### src/pkg/mbl_pkg.sv
// Shared constants and types for the microsecond bus link master
package mbl_pkg;
   localparam int unsigned ADDR_W = 8;
   localparam int unsigned DW_DIV = 8;
   localparam int unsigned DIV_W = $clog2(DW_DIV);
   localparam int unsigned FRAME_BITS = 16;
   localparam int unsigned CNT_W = $clog2(FRAME_BITS + 1);
   localparam int unsigned GAP_BITS = 16;
   localparam int unsigned GAP_W = $clog2(GAP_BITS);
   localparam int unsigned CONT_BITS = 512;
   localparam int unsigned WIN_W = $clog2(CONT_BITS);
   localparam int unsigned UP_RATIO = 64;
   localparam int unsigned UP_BIT_CYC = DW_DIV * UP_RATIO;
   localparam int unsigned UPC_W = $clog2(UP_BIT_CYC);
   localparam int unsigned UP_DATA_BITS = 8;
   localparam int unsigned UP_STOP_BITS = 3;
   localparam int unsigned UP_TMO_BITS = 25;
   localparam int unsigned UP_TMO_CYC = UP_TMO_BITS * UP_BIT_CYC;
   localparam logic [31:0] ST_CONFIG = 32'h00000001;
   localparam logic [31:0] ST_ACTIVE = 32'h00000002;
   localparam logic [ADDR_W-1:0] OFS_STATE = 8'h00;
   localparam logic [ADDR_W-1:0] OFS_TXEN = 8'h04;
   localparam logic [ADDR_W-1:0] OFS_UPCTL = 8'h08;
   localparam logic [ADDR_W-1:0] OFS_CMD = 8'h0C;
   localparam logic [ADDR_W-1:0] OFS_DATA0 = 8'h10;
   localparam logic [ADDR_W-1:0] OFS_TRIG = 8'h14;
   localparam logic [ADDR_W-1:0] OFS_UDR = 8'h18;
   localparam logic [ADDR_W-1:0] OFS_FLAGS = 8'h1C;
   localparam int unsigned TRIG_CMD = 0;
   localparam int unsigned TRIG_DAT = 1;
   localparam int unsigned UDR_NEW = 8;
   localparam int unsigned FLG_TMO = 2;
   localparam logic [1:0] RESP_OKAY = 2'h0;
   localparam logic [1:0] RESP_SLVERR = 2'h2;
   typedef struct packed {
      logic diff_clock_positive;
      logic diff_clock_negative;
      logic diff_serial_out_positive;
      logic diff_serial_out_negative;
      logic chip_select_line_zero_n;
   } mbl_dw_pins_t;
   typedef enum logic [1:0] {TX_IDLE, TX_SHIFT, TX_GAP} mbl_tx_st_t;
   typedef enum logic [1:0] {RX_IDLE, RX_START, RX_DATA, RX_STOP} mbl_rx_st_t;
endpackage : mbl_pkg

### src/design/mbl_link_master.sv
// Microsecond bus link master with AXI4-Lite register slave
//
// Register access over AXI4-Lite and the address map were decided locally.
`timescale 1ns/1ps
module mbl_link_master #(
   parameter int unsigned TMO_CYC = mbl_pkg::UP_TMO_CYC
) (
   input wire logic aclk,
   input wire logic aresetn,
   input wire logic [mbl_pkg::ADDR_W-1:0] s_axi_awaddr,
   input wire logic s_axi_awvalid,
   output logic s_axi_awready,
   input wire logic [31:0] s_axi_wdata,
   input wire logic [3:0] s_axi_wstrb,
   input wire logic s_axi_wvalid,
   output logic s_axi_wready,
   output logic [1:0] s_axi_bresp,
   output logic s_axi_bvalid,
   input wire logic s_axi_bready,
   input wire logic [mbl_pkg::ADDR_W-1:0] s_axi_araddr,
   input wire logic s_axi_arvalid,
   output logic s_axi_arready,
   output logic [31:0] s_axi_rdata,
   output logic [1:0] s_axi_rresp,
   output logic s_axi_rvalid,
   input wire logic s_axi_rready,
   input wire logic upstream_serial_input_zero,
   output mbl_pkg::mbl_dw_pins_t dw_pins
);
   import mbl_pkg::*;

   localparam int unsigned TMO_W = $clog2(TMO_CYC + 1);

   logic aw_got_r, w_got_r, bvalid_r, rvalid_r;
   logic [ADDR_W-1:0] awaddr_r;
   logic [31:0] wdata_r, wmask, wval, rdata_r, rd_val, st_nxt;
   logic [3:0] wstrb_r;
   logic [1:0] bresp_r, rresp_r;
   logic wr_en, rd_en, active;
   logic [31:0] state_r;
   logic txen_r, upen_r, pend_cmd_r, pend_dat_r;
   logic [FRAME_BITS-1:0] cmd_r, data0_r, sh_r;
   logic [9:0] udr_r;
   logic [3:0] flags_r;
   logic [DIV_W-1:0] div_r, div_nxt;
   logic bit_tick, start, tx_done, clk_r, so_r, cs_n_r, tx_is_cmd_r;
   mbl_tx_st_t tx_st_r;
   logic [CNT_W-1:0] bit_cnt_r;
   logic [GAP_W-1:0] gap_r;
   logic [WIN_W-1:0] win_r;
   logic si_s1_r, si_s2_r, si_s3_r;
   mbl_rx_st_t rx_st_r;
   logic [UPC_W-1:0] rx_cnt_r;
   logic [1:0] rx_bits_r;
   logic [2:0] rx_dbit_r;
   logic [UP_DATA_BITS-1:0] rx_sh_r;
   logic rx_serr_r, rx_done, rx_serr, tmo_on_r, tmo_hit;
   logic [TMO_W-1:0] tmo_cnt_r;

   function automatic logic mapped(input logic [ADDR_W-1:0] a);
      return a == OFS_STATE || a == OFS_TXEN || a == OFS_UPCTL ||
             a == OFS_CMD || a == OFS_DATA0 || a == OFS_TRIG ||
             a == OFS_UDR || a == OFS_FLAGS;
   endfunction : mapped

   // Bus slave: address and data are taken in either order
   for (genvar b = 0; b < 4; b++) begin : g_mask
      assign wmask[8*b +: 8] = {8{wstrb_r[b]}};
   end
   assign wval = wdata_r & wmask;
   assign s_axi_awready = !aw_got_r && !bvalid_r;
   assign s_axi_wready = !w_got_r && !bvalid_r;
   assign s_axi_arready = !rvalid_r;
   assign wr_en = aw_got_r && w_got_r && !bvalid_r;
   assign rd_en = s_axi_arvalid && !rvalid_r;
   assign s_axi_bvalid = bvalid_r;
   assign s_axi_bresp = bresp_r;
   assign s_axi_rvalid = rvalid_r;
   assign s_axi_rdata = rdata_r;
   assign s_axi_rresp = rresp_r;

   always_ff @(posedge aclk) begin
      if (!aresetn) begin
         aw_got_r <= 1'b0;
         awaddr_r <= '0;
      end else if (s_axi_awvalid && s_axi_awready) begin
         aw_got_r <= 1'b1;
         awaddr_r <= s_axi_awaddr;
      end else if (wr_en) begin
         aw_got_r <= 1'b0;
      end
   end

   always_ff @(posedge aclk) begin
      if (!aresetn) begin
         w_got_r <= 1'b0;
         wdata_r <= '0;
         wstrb_r <= '0;
      end else if (s_axi_wvalid && s_axi_wready) begin
         w_got_r <= 1'b1;
         wdata_r <= s_axi_wdata;
         wstrb_r <= s_axi_wstrb;
      end else if (wr_en) begin
         w_got_r <= 1'b0;
      end
   end

   always_ff @(posedge aclk) begin
      if (!aresetn) begin
         bvalid_r <= 1'b0;
         bresp_r <= RESP_OKAY;
      end else if (wr_en) begin
         bvalid_r <= 1'b1;
         bresp_r <= mapped(awaddr_r) ? RESP_OKAY : RESP_SLVERR;
      end else if (s_axi_bready) begin
         bvalid_r <= 1'b0;
      end
   end

   always_comb begin
      case (s_axi_araddr)
         OFS_STATE: rd_val = state_r;
         OFS_TXEN: rd_val = 32'(txen_r);
         OFS_UPCTL: rd_val = 32'(upen_r);
         OFS_CMD: rd_val = 32'(cmd_r);
         OFS_DATA0: rd_val = 32'(data0_r);
         OFS_TRIG: rd_val = 32'({pend_dat_r, pend_cmd_r});
         OFS_UDR: rd_val = 32'(udr_r);
         OFS_FLAGS: rd_val = 32'({tx_st_r != TX_IDLE, flags_r});
         default: rd_val = '0;
      endcase
   end

   always_ff @(posedge aclk) begin
      if (!aresetn) begin
         rvalid_r <= 1'b0;
         rdata_r <= '0;
         rresp_r <= RESP_OKAY;
      end else if (rd_en) begin
         rvalid_r <= 1'b1;
         rdata_r <= rd_val;
         rresp_r <= mapped(s_axi_araddr) ? RESP_OKAY : RESP_SLVERR;
      end else if (s_axi_rready) begin
         rvalid_r <= 1'b0;
      end
   end

   // Only the two legal state codes are accepted
   assign st_nxt = (state_r & ~wmask) | wval;
   assign active = state_r == ST_ACTIVE;
   always_ff @(posedge aclk) begin
      if (!aresetn) begin
         state_r <= ST_CONFIG;
      end else if (wr_en && awaddr_r == OFS_STATE &&
                   (st_nxt == ST_CONFIG || st_nxt == ST_ACTIVE)) begin
         state_r <= st_nxt;
      end
   end

   always_ff @(posedge aclk) begin
      if (!aresetn) begin
         txen_r <= 1'b0;
         upen_r <= 1'b0;
      end else if (wr_en && wstrb_r[0]) begin
         if (awaddr_r == OFS_TXEN) begin
            txen_r <= wdata_r[0];
         end
         // Upstream setup only changes while configuring
         if (awaddr_r == OFS_UPCTL && state_r == ST_CONFIG) begin
            upen_r <= wdata_r[0];
         end
      end
   end

   always_ff @(posedge aclk) begin
      if (!aresetn) begin
         cmd_r <= '0;
         data0_r <= '0;
      end else if (wr_en && awaddr_r == OFS_CMD) begin
         cmd_r <= (cmd_r & ~wmask[15:0]) | wval[15:0];
      end else if (wr_en && awaddr_r == OFS_DATA0) begin
         data0_r <= (data0_r & ~wmask[15:0]) | wval[15:0];
      end
   end

   // A trigger posted while the frame starts is kept, not lost
   always_ff @(posedge aclk) begin
      if (!aresetn || !active) begin
         pend_cmd_r <= 1'b0;
         pend_dat_r <= 1'b0;
      end else begin
         pend_cmd_r <= (pend_cmd_r && !(start && pend_cmd_r)) ||
                       (wr_en && awaddr_r == OFS_TRIG && wval[TRIG_CMD]);
         pend_dat_r <= (pend_dat_r && !(start && !pend_cmd_r)) ||
                       (wr_en && awaddr_r == OFS_TRIG && wval[TRIG_DAT]);
      end
   end

   // Bit clock; held low outside the active state
   assign bit_tick = active && div_r == DIV_W'(DW_DIV - 1);
   assign div_nxt = bit_tick ? '0 : div_r + 1'b1;
   always_ff @(posedge aclk) begin
      if (!aresetn || !active) begin
         // One count short so the first clock high phase is a full one
         div_r <= DIV_W'(DW_DIV - 1);
         clk_r <= 1'b0;
      end else begin
         div_r <= div_nxt;
         clk_r <= div_nxt < DIV_W'(DW_DIV / 2);
      end
   end

   assign start = bit_tick && tx_st_r == TX_IDLE && txen_r && win_r == '0 &&
                  (pend_cmd_r || pend_dat_r);
   assign tx_done = bit_tick && tx_st_r == TX_SHIFT && bit_cnt_r == '0;

   always_ff @(posedge aclk) begin
      if (!aresetn || !active) begin
         win_r <= '0;
      end else if (start) begin
         win_r <= WIN_W'(CONT_BITS - 1);
      end else if (bit_tick && win_r != '0) begin
         win_r <= win_r - 1'b1;
      end
   end

   // Outputs change with the tick edge, which is the clock's rising edge
   always_ff @(posedge aclk) begin
      if (!aresetn || !active) begin
         tx_st_r <= TX_IDLE;
         bit_cnt_r <= '0;
         sh_r <= '0;
         so_r <= 1'b0;
         cs_n_r <= 1'b1;
         gap_r <= '0;
         tx_is_cmd_r <= 1'b0;
      end else if (bit_tick) begin
         case (tx_st_r)
            TX_IDLE: begin
               if (start) begin
                  tx_st_r <= TX_SHIFT;
                  tx_is_cmd_r <= pend_cmd_r;
                  so_r <= pend_cmd_r;
                  sh_r <= pend_cmd_r ? cmd_r : data0_r;
                  bit_cnt_r <= CNT_W'(FRAME_BITS);
                  cs_n_r <= 1'b0;
               end
            end
            TX_SHIFT: begin
               if (bit_cnt_r == '0) begin
                  tx_st_r <= TX_GAP;
                  cs_n_r <= 1'b1;
                  so_r <= 1'b0;
                  // End bit counts as the first idle bit
                  gap_r <= GAP_W'(GAP_BITS - 2);
               end else begin
                  so_r <= sh_r[FRAME_BITS-1];
                  sh_r <= {sh_r[FRAME_BITS-2:0], 1'b0};
                  bit_cnt_r <= bit_cnt_r - 1'b1;
               end
            end
            TX_GAP: begin
               if (gap_r == '0) begin
                  tx_st_r <= TX_IDLE;
               end else begin
                  gap_r <= gap_r - 1'b1;
               end
            end
            default: tx_st_r <= TX_IDLE;
         endcase
      end
   end

   assign dw_pins.diff_clock_positive = clk_r;
   assign dw_pins.diff_clock_negative = !clk_r;
   assign dw_pins.diff_serial_out_positive = so_r;
   assign dw_pins.diff_serial_out_negative = !so_r;
   assign dw_pins.chip_select_line_zero_n = cs_n_r;

   // Reply line is asynchronous, hence the synchroniser
   always_ff @(posedge aclk) begin
      if (!aresetn) begin
         si_s1_r <= 1'b1;
         si_s2_r <= 1'b1;
         si_s3_r <= 1'b1;
      end else begin
         si_s1_r <= upstream_serial_input_zero;
         si_s2_r <= si_s1_r;
         si_s3_r <= si_s2_r;
      end
   end

   assign rx_done = rx_st_r == RX_STOP && rx_cnt_r == '0 &&
                    rx_bits_r == 2'(UP_STOP_BITS - 1);
   assign rx_serr = rx_serr_r || !si_s2_r;

   always_ff @(posedge aclk) begin
      if (!aresetn || !upen_r || !active) begin
         rx_st_r <= RX_IDLE;
         rx_cnt_r <= '0;
         rx_bits_r <= '0;
         rx_dbit_r <= '0;
         rx_sh_r <= '0;
         rx_serr_r <= 1'b0;
      end else if (rx_cnt_r != '0) begin
         rx_cnt_r <= rx_cnt_r - 1'b1;
      end else begin
         case (rx_st_r)
            RX_IDLE: begin
               if (si_s3_r && !si_s2_r) begin
                  rx_st_r <= RX_START;
                  rx_cnt_r <= UPC_W'(UP_BIT_CYC / 2 - 1);
               end
            end
            RX_START: begin
               // A start bit that is gone at mid-bit was a glitch
               rx_st_r <= si_s2_r ? RX_IDLE : RX_DATA;
               rx_cnt_r <= si_s2_r ? '0 : UPC_W'(UP_BIT_CYC - 1);
               rx_dbit_r <= '0;
               rx_serr_r <= 1'b0;
            end
            RX_DATA: begin
               rx_sh_r <= {si_s2_r, rx_sh_r[UP_DATA_BITS-1:1]};
               rx_cnt_r <= UPC_W'(UP_BIT_CYC - 1);
               rx_dbit_r <= rx_dbit_r + 1'b1;
               if (rx_dbit_r == 3'(UP_DATA_BITS - 1)) begin
                  rx_st_r <= RX_STOP;
                  rx_bits_r <= '0;
               end
            end
            RX_STOP: begin
               rx_serr_r <= rx_serr;
               if (rx_done) begin
                  rx_st_r <= RX_IDLE;
               end else begin
                  rx_bits_r <= rx_bits_r + 1'b1;
                  rx_cnt_r <= UPC_W'(UP_BIT_CYC - 1);
               end
            end
            default: rx_st_r <= RX_IDLE;
         endcase
      end
   end

   // Armed by each sent command; a reply disarms it
   assign tmo_hit = tmo_on_r && tmo_cnt_r == '0 && !rx_done;
   always_ff @(posedge aclk) begin
      if (!aresetn || !upen_r) begin
         tmo_on_r <= 1'b0;
         tmo_cnt_r <= '0;
      end else if (tx_done && tx_is_cmd_r) begin
         tmo_on_r <= 1'b1;
         tmo_cnt_r <= TMO_W'(TMO_CYC - 1);
      end else if (rx_done || tmo_hit) begin
         tmo_on_r <= 1'b0;
      end else if (tmo_on_r) begin
         tmo_cnt_r <= tmo_cnt_r - 1'b1;
      end
   end

   // A new reply overrides the read-clear of the fresh bit
   always_ff @(posedge aclk) begin
      if (!aresetn) begin
         udr_r <= '0;
      end else if (rx_done) begin
         udr_r <= {rx_serr, 1'b1, rx_sh_r};
      end else if (rd_en && s_axi_araddr == OFS_UDR) begin
         udr_r[UDR_NEW] <= 1'b0;
      end
   end

   always_ff @(posedge aclk) begin
      if (!aresetn) begin
         flags_r <= '0;
      end else begin
         flags_r <= (flags_r & ~((wr_en && awaddr_r == OFS_FLAGS) ?
                     wval[3:0] : 4'h0)) |
                    {rx_done && rx_serr, tmo_hit, rx_done, tx_done};
      end
   end

   // Helpers counting bit periods since the last frame start and end
   logic [9:0] since_start_h;
   logic [4:0] since_end_h;
   always_ff @(posedge aclk) begin
      if (!aresetn) begin
         since_start_h <= '1;
         since_end_h <= '1;
      end else begin
         if (start) begin
            since_start_h <= 10'h001;
         end else if (bit_tick && since_start_h != '1) begin
            since_start_h <= since_start_h + 1'b1;
         end
         if (tx_done) begin
            since_end_h <= 5'h01;
         end else if (bit_tick && since_end_h != '1) begin
            since_end_h <= since_end_h + 1'b1;
         end
      end
   end
endmodule : mbl_link_master

### config.mk
export PLATFORM = sky130hd
export DESIGN_NAME = mbl_link_master
export DESIGN_NICKNAME = d
export VERILOG_FILES = /design/src/pkg/mbl_pkg.sv /design/src/design/mbl_link_master.sv
export SDC_FILE = /design/constraint.sdc
export NUM_CORES = 1
export LEC_CHECK = 0
export CAP_MARGIN = 20
export CORE_MARGIN = 3
export CORE_UTILIZATION = 29
export CTS_BUF_LIST = sky130_fd_sc_hd__clkbuf_8
export CTS_CLUSTER_DIAMETER = 60
export CTS_CLUSTER_SIZE = 30
export DETAILED_ROUTE_END_ITERATION = 10
export DONT_BUFFER_PORTS = 1
export PLACE_DENSITY = 0.55
export SLEW_MARGIN = 20
export SYNTH_ARGS = -nofsm -noshare
export SYNTH_HDL_FRONTEND = slang
export SYNTH_SLANG_ARGS = --single-unit
### constraint.sdc
create_clock -name aclk -period 2.1 [get_ports aclk]
set_input_delay 0.525 -clock aclk [delete_from_list [all_inputs] [get_ports aclk]]
set_output_delay 0.525 -clock aclk [all_outputs]
set_load 0.005 [all_outputs]
==> run_results.csv <==
group,metric,value,unit
global_routing,vias_in_the_first_global_route,8807,
timing,grt_setup_unrepaired,"true",
routing,avgRoutedWirePerCell,16.1,microns
critical_path,critical_path.reg2reg.startpoint,"state_r[9]$_SDFFE_PN0P_",
hold_path,hold_path.class,"in2reg",
logic_synthesis,synth_commonest_cells,"sky130_fd_sc_hd__dfxtp_1, sky130_fd_sc_hd__nand2_1, sky130_fd_sc_hd__a21boi_0, sky130_fd_sc_hd__a21oi_1, sky130_fd_sc_hd__clkbuf_1",
die,floorplan.die.width,200,microns
logic_synthesis,edff_count_synth,0,
critical_path,worst-path-max-fanout,4,
timing,timing_max_transition_violations_final,0,
cts,cts_made_buffers,24,
global_routing,global_route_congestion_overflow_total,0,
logic_synthesis,yosys.area_share.simple,0.231,
critical_path,critPathLaunchType,"flip-flop",
routing,drcViolationCount,0,
routing,via_per_inst,4.96,
logic_synthesis,synth.area.top_cells,"sky130_fd_sc_hd__dfxtp_1, sky130_fd_sc_hd__nand2_1, sky130_fd_sc_hd__a21boi_0",
hold_path,min_path_cells,2,
logic_synthesis,synth.most_common_cell,"sky130_fd_sc_hd__dfxtp_1",
placed_design,placedInstanceArea,12400,sq um
cts,cts_tree,"done",
timing,setup-violations-final,45,
final_layout,area.growth.synth_to_final,24.8,%
placed_design,dpl.hpwl,21400,microns
cts,deepest_level_of_the_cts_h_tree,1,
timing,max_freq,455,MHz
power_and_ir_drop,power.ir.vdd_worst,514,uV
logic_synthesis,share_of_synthesized_area_occupied_by_flip_flops_and_latches,0.457,
final_layout,final_layout_size_suffix_gt1_frac,0.217,
critical_path,worst-r2r-setup-slack,-0.1,ns
die,core,37000,sq um
cts,clock_tree.buffer_depth,3,
logic_synthesis,post_synth_inst_count,1272,
timing,finClkSkew,0.0453,ns
global_routing,global_route.usage.total,0.143,
die,fp.dieArea,40100,sq um
timing,finalCritPeriodShare,1.05,
routing,detail_route.iter0.violations,610,
placed_design,place.gp.congestion,0.821,
final_layout,nets,1443,
logic_synthesis,synth_largest_type_area_fraction,0.457,
logic_synthesis,asyncSetResetFlopFracSynth,0,
timing,timing.final.ws_setup,-0.0989,ns
routing,vias,9359,
hold_path,holdPathEnd,"wdata_r[25]$_SDFFE_PN0P_",
logic_synthesis,yosys_register_bits,250,
die,y_dimension_of_the_die,200,microns
timing,finalWorstPathRequiredPeriod,2.20,ns
logic_synthesis,synth-xor-area-share,0.0176,
global_routing,number_of_antenna_violations_at_the_first_check_in_global_routing,0,
final_layout,fin_area,13700,sq um
timing,finalHoldViolations,0,
critical_path,arrival,2.71,ns
cts,clockRootBuffer,"sky130_fd_sc_hd__clkbuf_8",
logic_synthesis,synth_largest_area_cell,"sky130_fd_sc_hd__dfxtp_1",
logic_synthesis,syn-mean-instance-area,8.61,sq um
outcome,status,"complete, but fails checks",
routing,detail_route.first_pass.iterations,5,
logic_synthesis,synth_flop_cell,"sky130_fd_sc_hd__dfxtp_1",
die,boundaryPins,106,
cts,clock_sinks,250,
routing,final_antenna_net_count,0,
final_layout,antenna_cells_inserted,0,
power_and_ir_drop,cellPowerDensity,634,nW/um^2
routing,drt_wl_total,30400,microns
critical_path,regToRegEndpoint,"gap_r[0]$_SDFFE_PP0P_",
critical_path,crit_required,2.61,ns
logic_synthesis,post_synth_num_cell_types,62,
critical_path,worst_path_largest_cell_delay,0.55,ns
job,drv.max_cap_violation_count,0,
timing,slew-limit-headroom,0.588,
timing,worst_slew_pin_slew,0.613,ns
cts,clkSlewWorstSetupHoldPaths,0.11,ns
die,floorplan.rows,70,
critical_path,cp_slowest_cell,"sky130_fd_sc_hd__or4_4",
critical_path,cp-end-kind,"flip-flop",
placed_design,place.port_buffers,0,
outcome,violated_checks,"setup timing",
logic_synthesis,ys.warnings.count,0,
power_and_ir_drop,leakagePower,0.00487,uW
critical_path,critPathKind,"reg2reg",
power_and_ir_drop,power,8670,uW
logic_synthesis,post_synthesis_instance_area,11000,sq um
logic_synthesis,synth_top_family_by_area,"simple AND/OR/NAND/NOR gates",
critical_path,timing.reg2reg.worst_path_depth,7,
global_routing,grt_max_degree,152,
die,initial_utilization,0.296,
hold_path,min_delay_startpoint,"s_axi_wdata[25]",
logic_synthesis,synth.area.mux_share,0.0420,
global_routing,grt_pass1_wl,47900,microns
critical_path,worstPathCellList,"or4_4 -> nor4_4 -> and4_4 -> buf_6 -> o21ai_4 -> or3_1 -> a21oi_2",
logic_synthesis,complex_gate_fraction_of_the_synthesized_area,0.186,
logic_synthesis,synth_adder_area_share,0.0217,
placed_design,dpl_worst_slack,-0.482,ns
cts,clkLatencyLatePin,0.60,ns
==> critical path, delay by kind of cell (launching register included) <==
family / cells / cell delay [ns]
buffers and inverters: 1 / 0.12
DFF: 1 / 0.34
and+or+nand+nor: 4 / 1.46
AOI/OAI and AO/OA: 2 / 0.19
==> cell usage in the layout (no fill, tap or decap), types with 19 or more instances in the layout <==
| master | netlist | layout |
|---|---|---|
| sky130_fd_sc_hd__inv_1 | 35 | 35 |
| sky130_fd_sc_hd__clkbuf_8 | 0 | 24 |
| sky130_fd_sc_hd__nor2_1 | 40 | 38 |
| sky130_fd_sc_hd__dfxtp_1 | 250 | 245 |
| sky130_fd_sc_hd__nor2b_1 | 28 | 26 |
| sky130_fd_sc_hd__nand2_1 | 236 | 234 |
| sky130_fd_sc_hd__a21boi_0 | 93 | 92 |
| sky130_fd_sc_hd__ha_1 | 19 | 19 |
| sky130_fd_sc_hd__mux2i_1 | 37 | 37 |
| sky130_fd_sc_hd__and3_4 | 0 | 31 |
| sky130_fd_sc_hd__buf_4 | 7 | 111 |
| sky130_fd_sc_hd__nand3_1 | 48 | 47 |
| sky130_fd_sc_hd__o21ai_0 | 51 | 43 |
| sky130_fd_sc_hd__a21oi_1 | 73 | 55 |
| sky130_fd_sc_hd__nor3_1 | 33 | 26 |
==> worst max path at each step <==
stage | to | startpoint | cells after the start
2_1_floorplan | s_axi_rdata[9]$_SDFFE_PN0P_ | s_axi_araddr[0] | 7
3_3_place_gp | state_r[1]$_SDFFE_PN0P_ | wstrb_r[0]$_SDFFE_PN0P_ | 9
3_5_place_dp | state_r[1]$_SDFFE_PN0P_ | wstrb_r[0]$_SDFFE_PN0P_ | 9
4_1_cts | gap_r[0]$_SDFFE_PP0P_ | state_r[8]$_SDFFE_PN0P_ | 7
5_1_grt | bit_cnt_r[0]$_SDFFE_PP0P_ | state_r[9]$_SDFFE_PN0P_ | 8
6_report | gap_r[0]$_SDFFE_PP0P_ | state_r[9]$_SDFFE_PN0P_ | 7
==> where the power goes <==
| part | switching, uW | internal (uW) | leakage, uW |
|---|---|---|---|
| Clock | 1970 | 1460 | 0.000281 |
| Combinational | 215 | 168 | 0.00256 |
| Sequential | 53.4 | 4810 | 0.00202 |
| Total | 2240 | 6430 | 0.00487 |
==> routing by layer <==
layer,global-route usage,routed length [microns],up-vias
met5,0,0,-
met4,0.0366,553,0
met3,0.0241,1540,33
met2,0.225,13600,215
met1,0.205,14700,4443
li1,-,-,4668
==> layout make-up <==
| class | instances | area [sq um] |
|---|---|---|
| Sequential cell | 250 | 5010 |
| Fill cell | 3887 | 23300 |
| Inverter | 35 | 131 |
| Clock inverter | 19 | 228 |
| Clock buffer | 24 | 330 |
| Multi-Input combinational cell | 904 | 5930 |
| Timing Repair Buffer | 149 | 1410 |
| Tap cell | 504 | 631 |
==> cell families (layout without fill, tap and decap cells) <==
| group | Yosys count | in the layout |
|---|---|---|
| simple gates | 514 | 514 |
| compound gates | 303 | 303 |
| flops | 250 | 250 |
| buf+inv | 119 | 227 |
| mux | 44 | 44 |
| xor+xnor | 22 | 22 |
| fa+ha+maj | 19 | 19 |
| other cells | 1 | 2 |
==> stage by stage <==
step           hold slack, ns  setup TNS [ns]  cells   util
2_1_floorplan           0.386         -0.0173   1273      -
3_5_place_dp            0.393          -14.94   1825  0.336
3_3_place_gp            0.389          -13.82   1825  0.336
6_report               0.0616           -1.59   1885  0.370
5_1_grt                0.0109           -6.55   1885  0.370
4_1_cts              0.000477          -0.616   1873  0.356
==> repair_timing <==
item,CTS,global route
endpoints found under the setup margin,95,121
pin swaps,9,46
resized for setup,36,92
endpoints found under the hold margin,4,6
cloned,1,6
hold buffers,2,1
setup buffers,3,5
No activity file was read; power rests on OpenSTA's default activity.
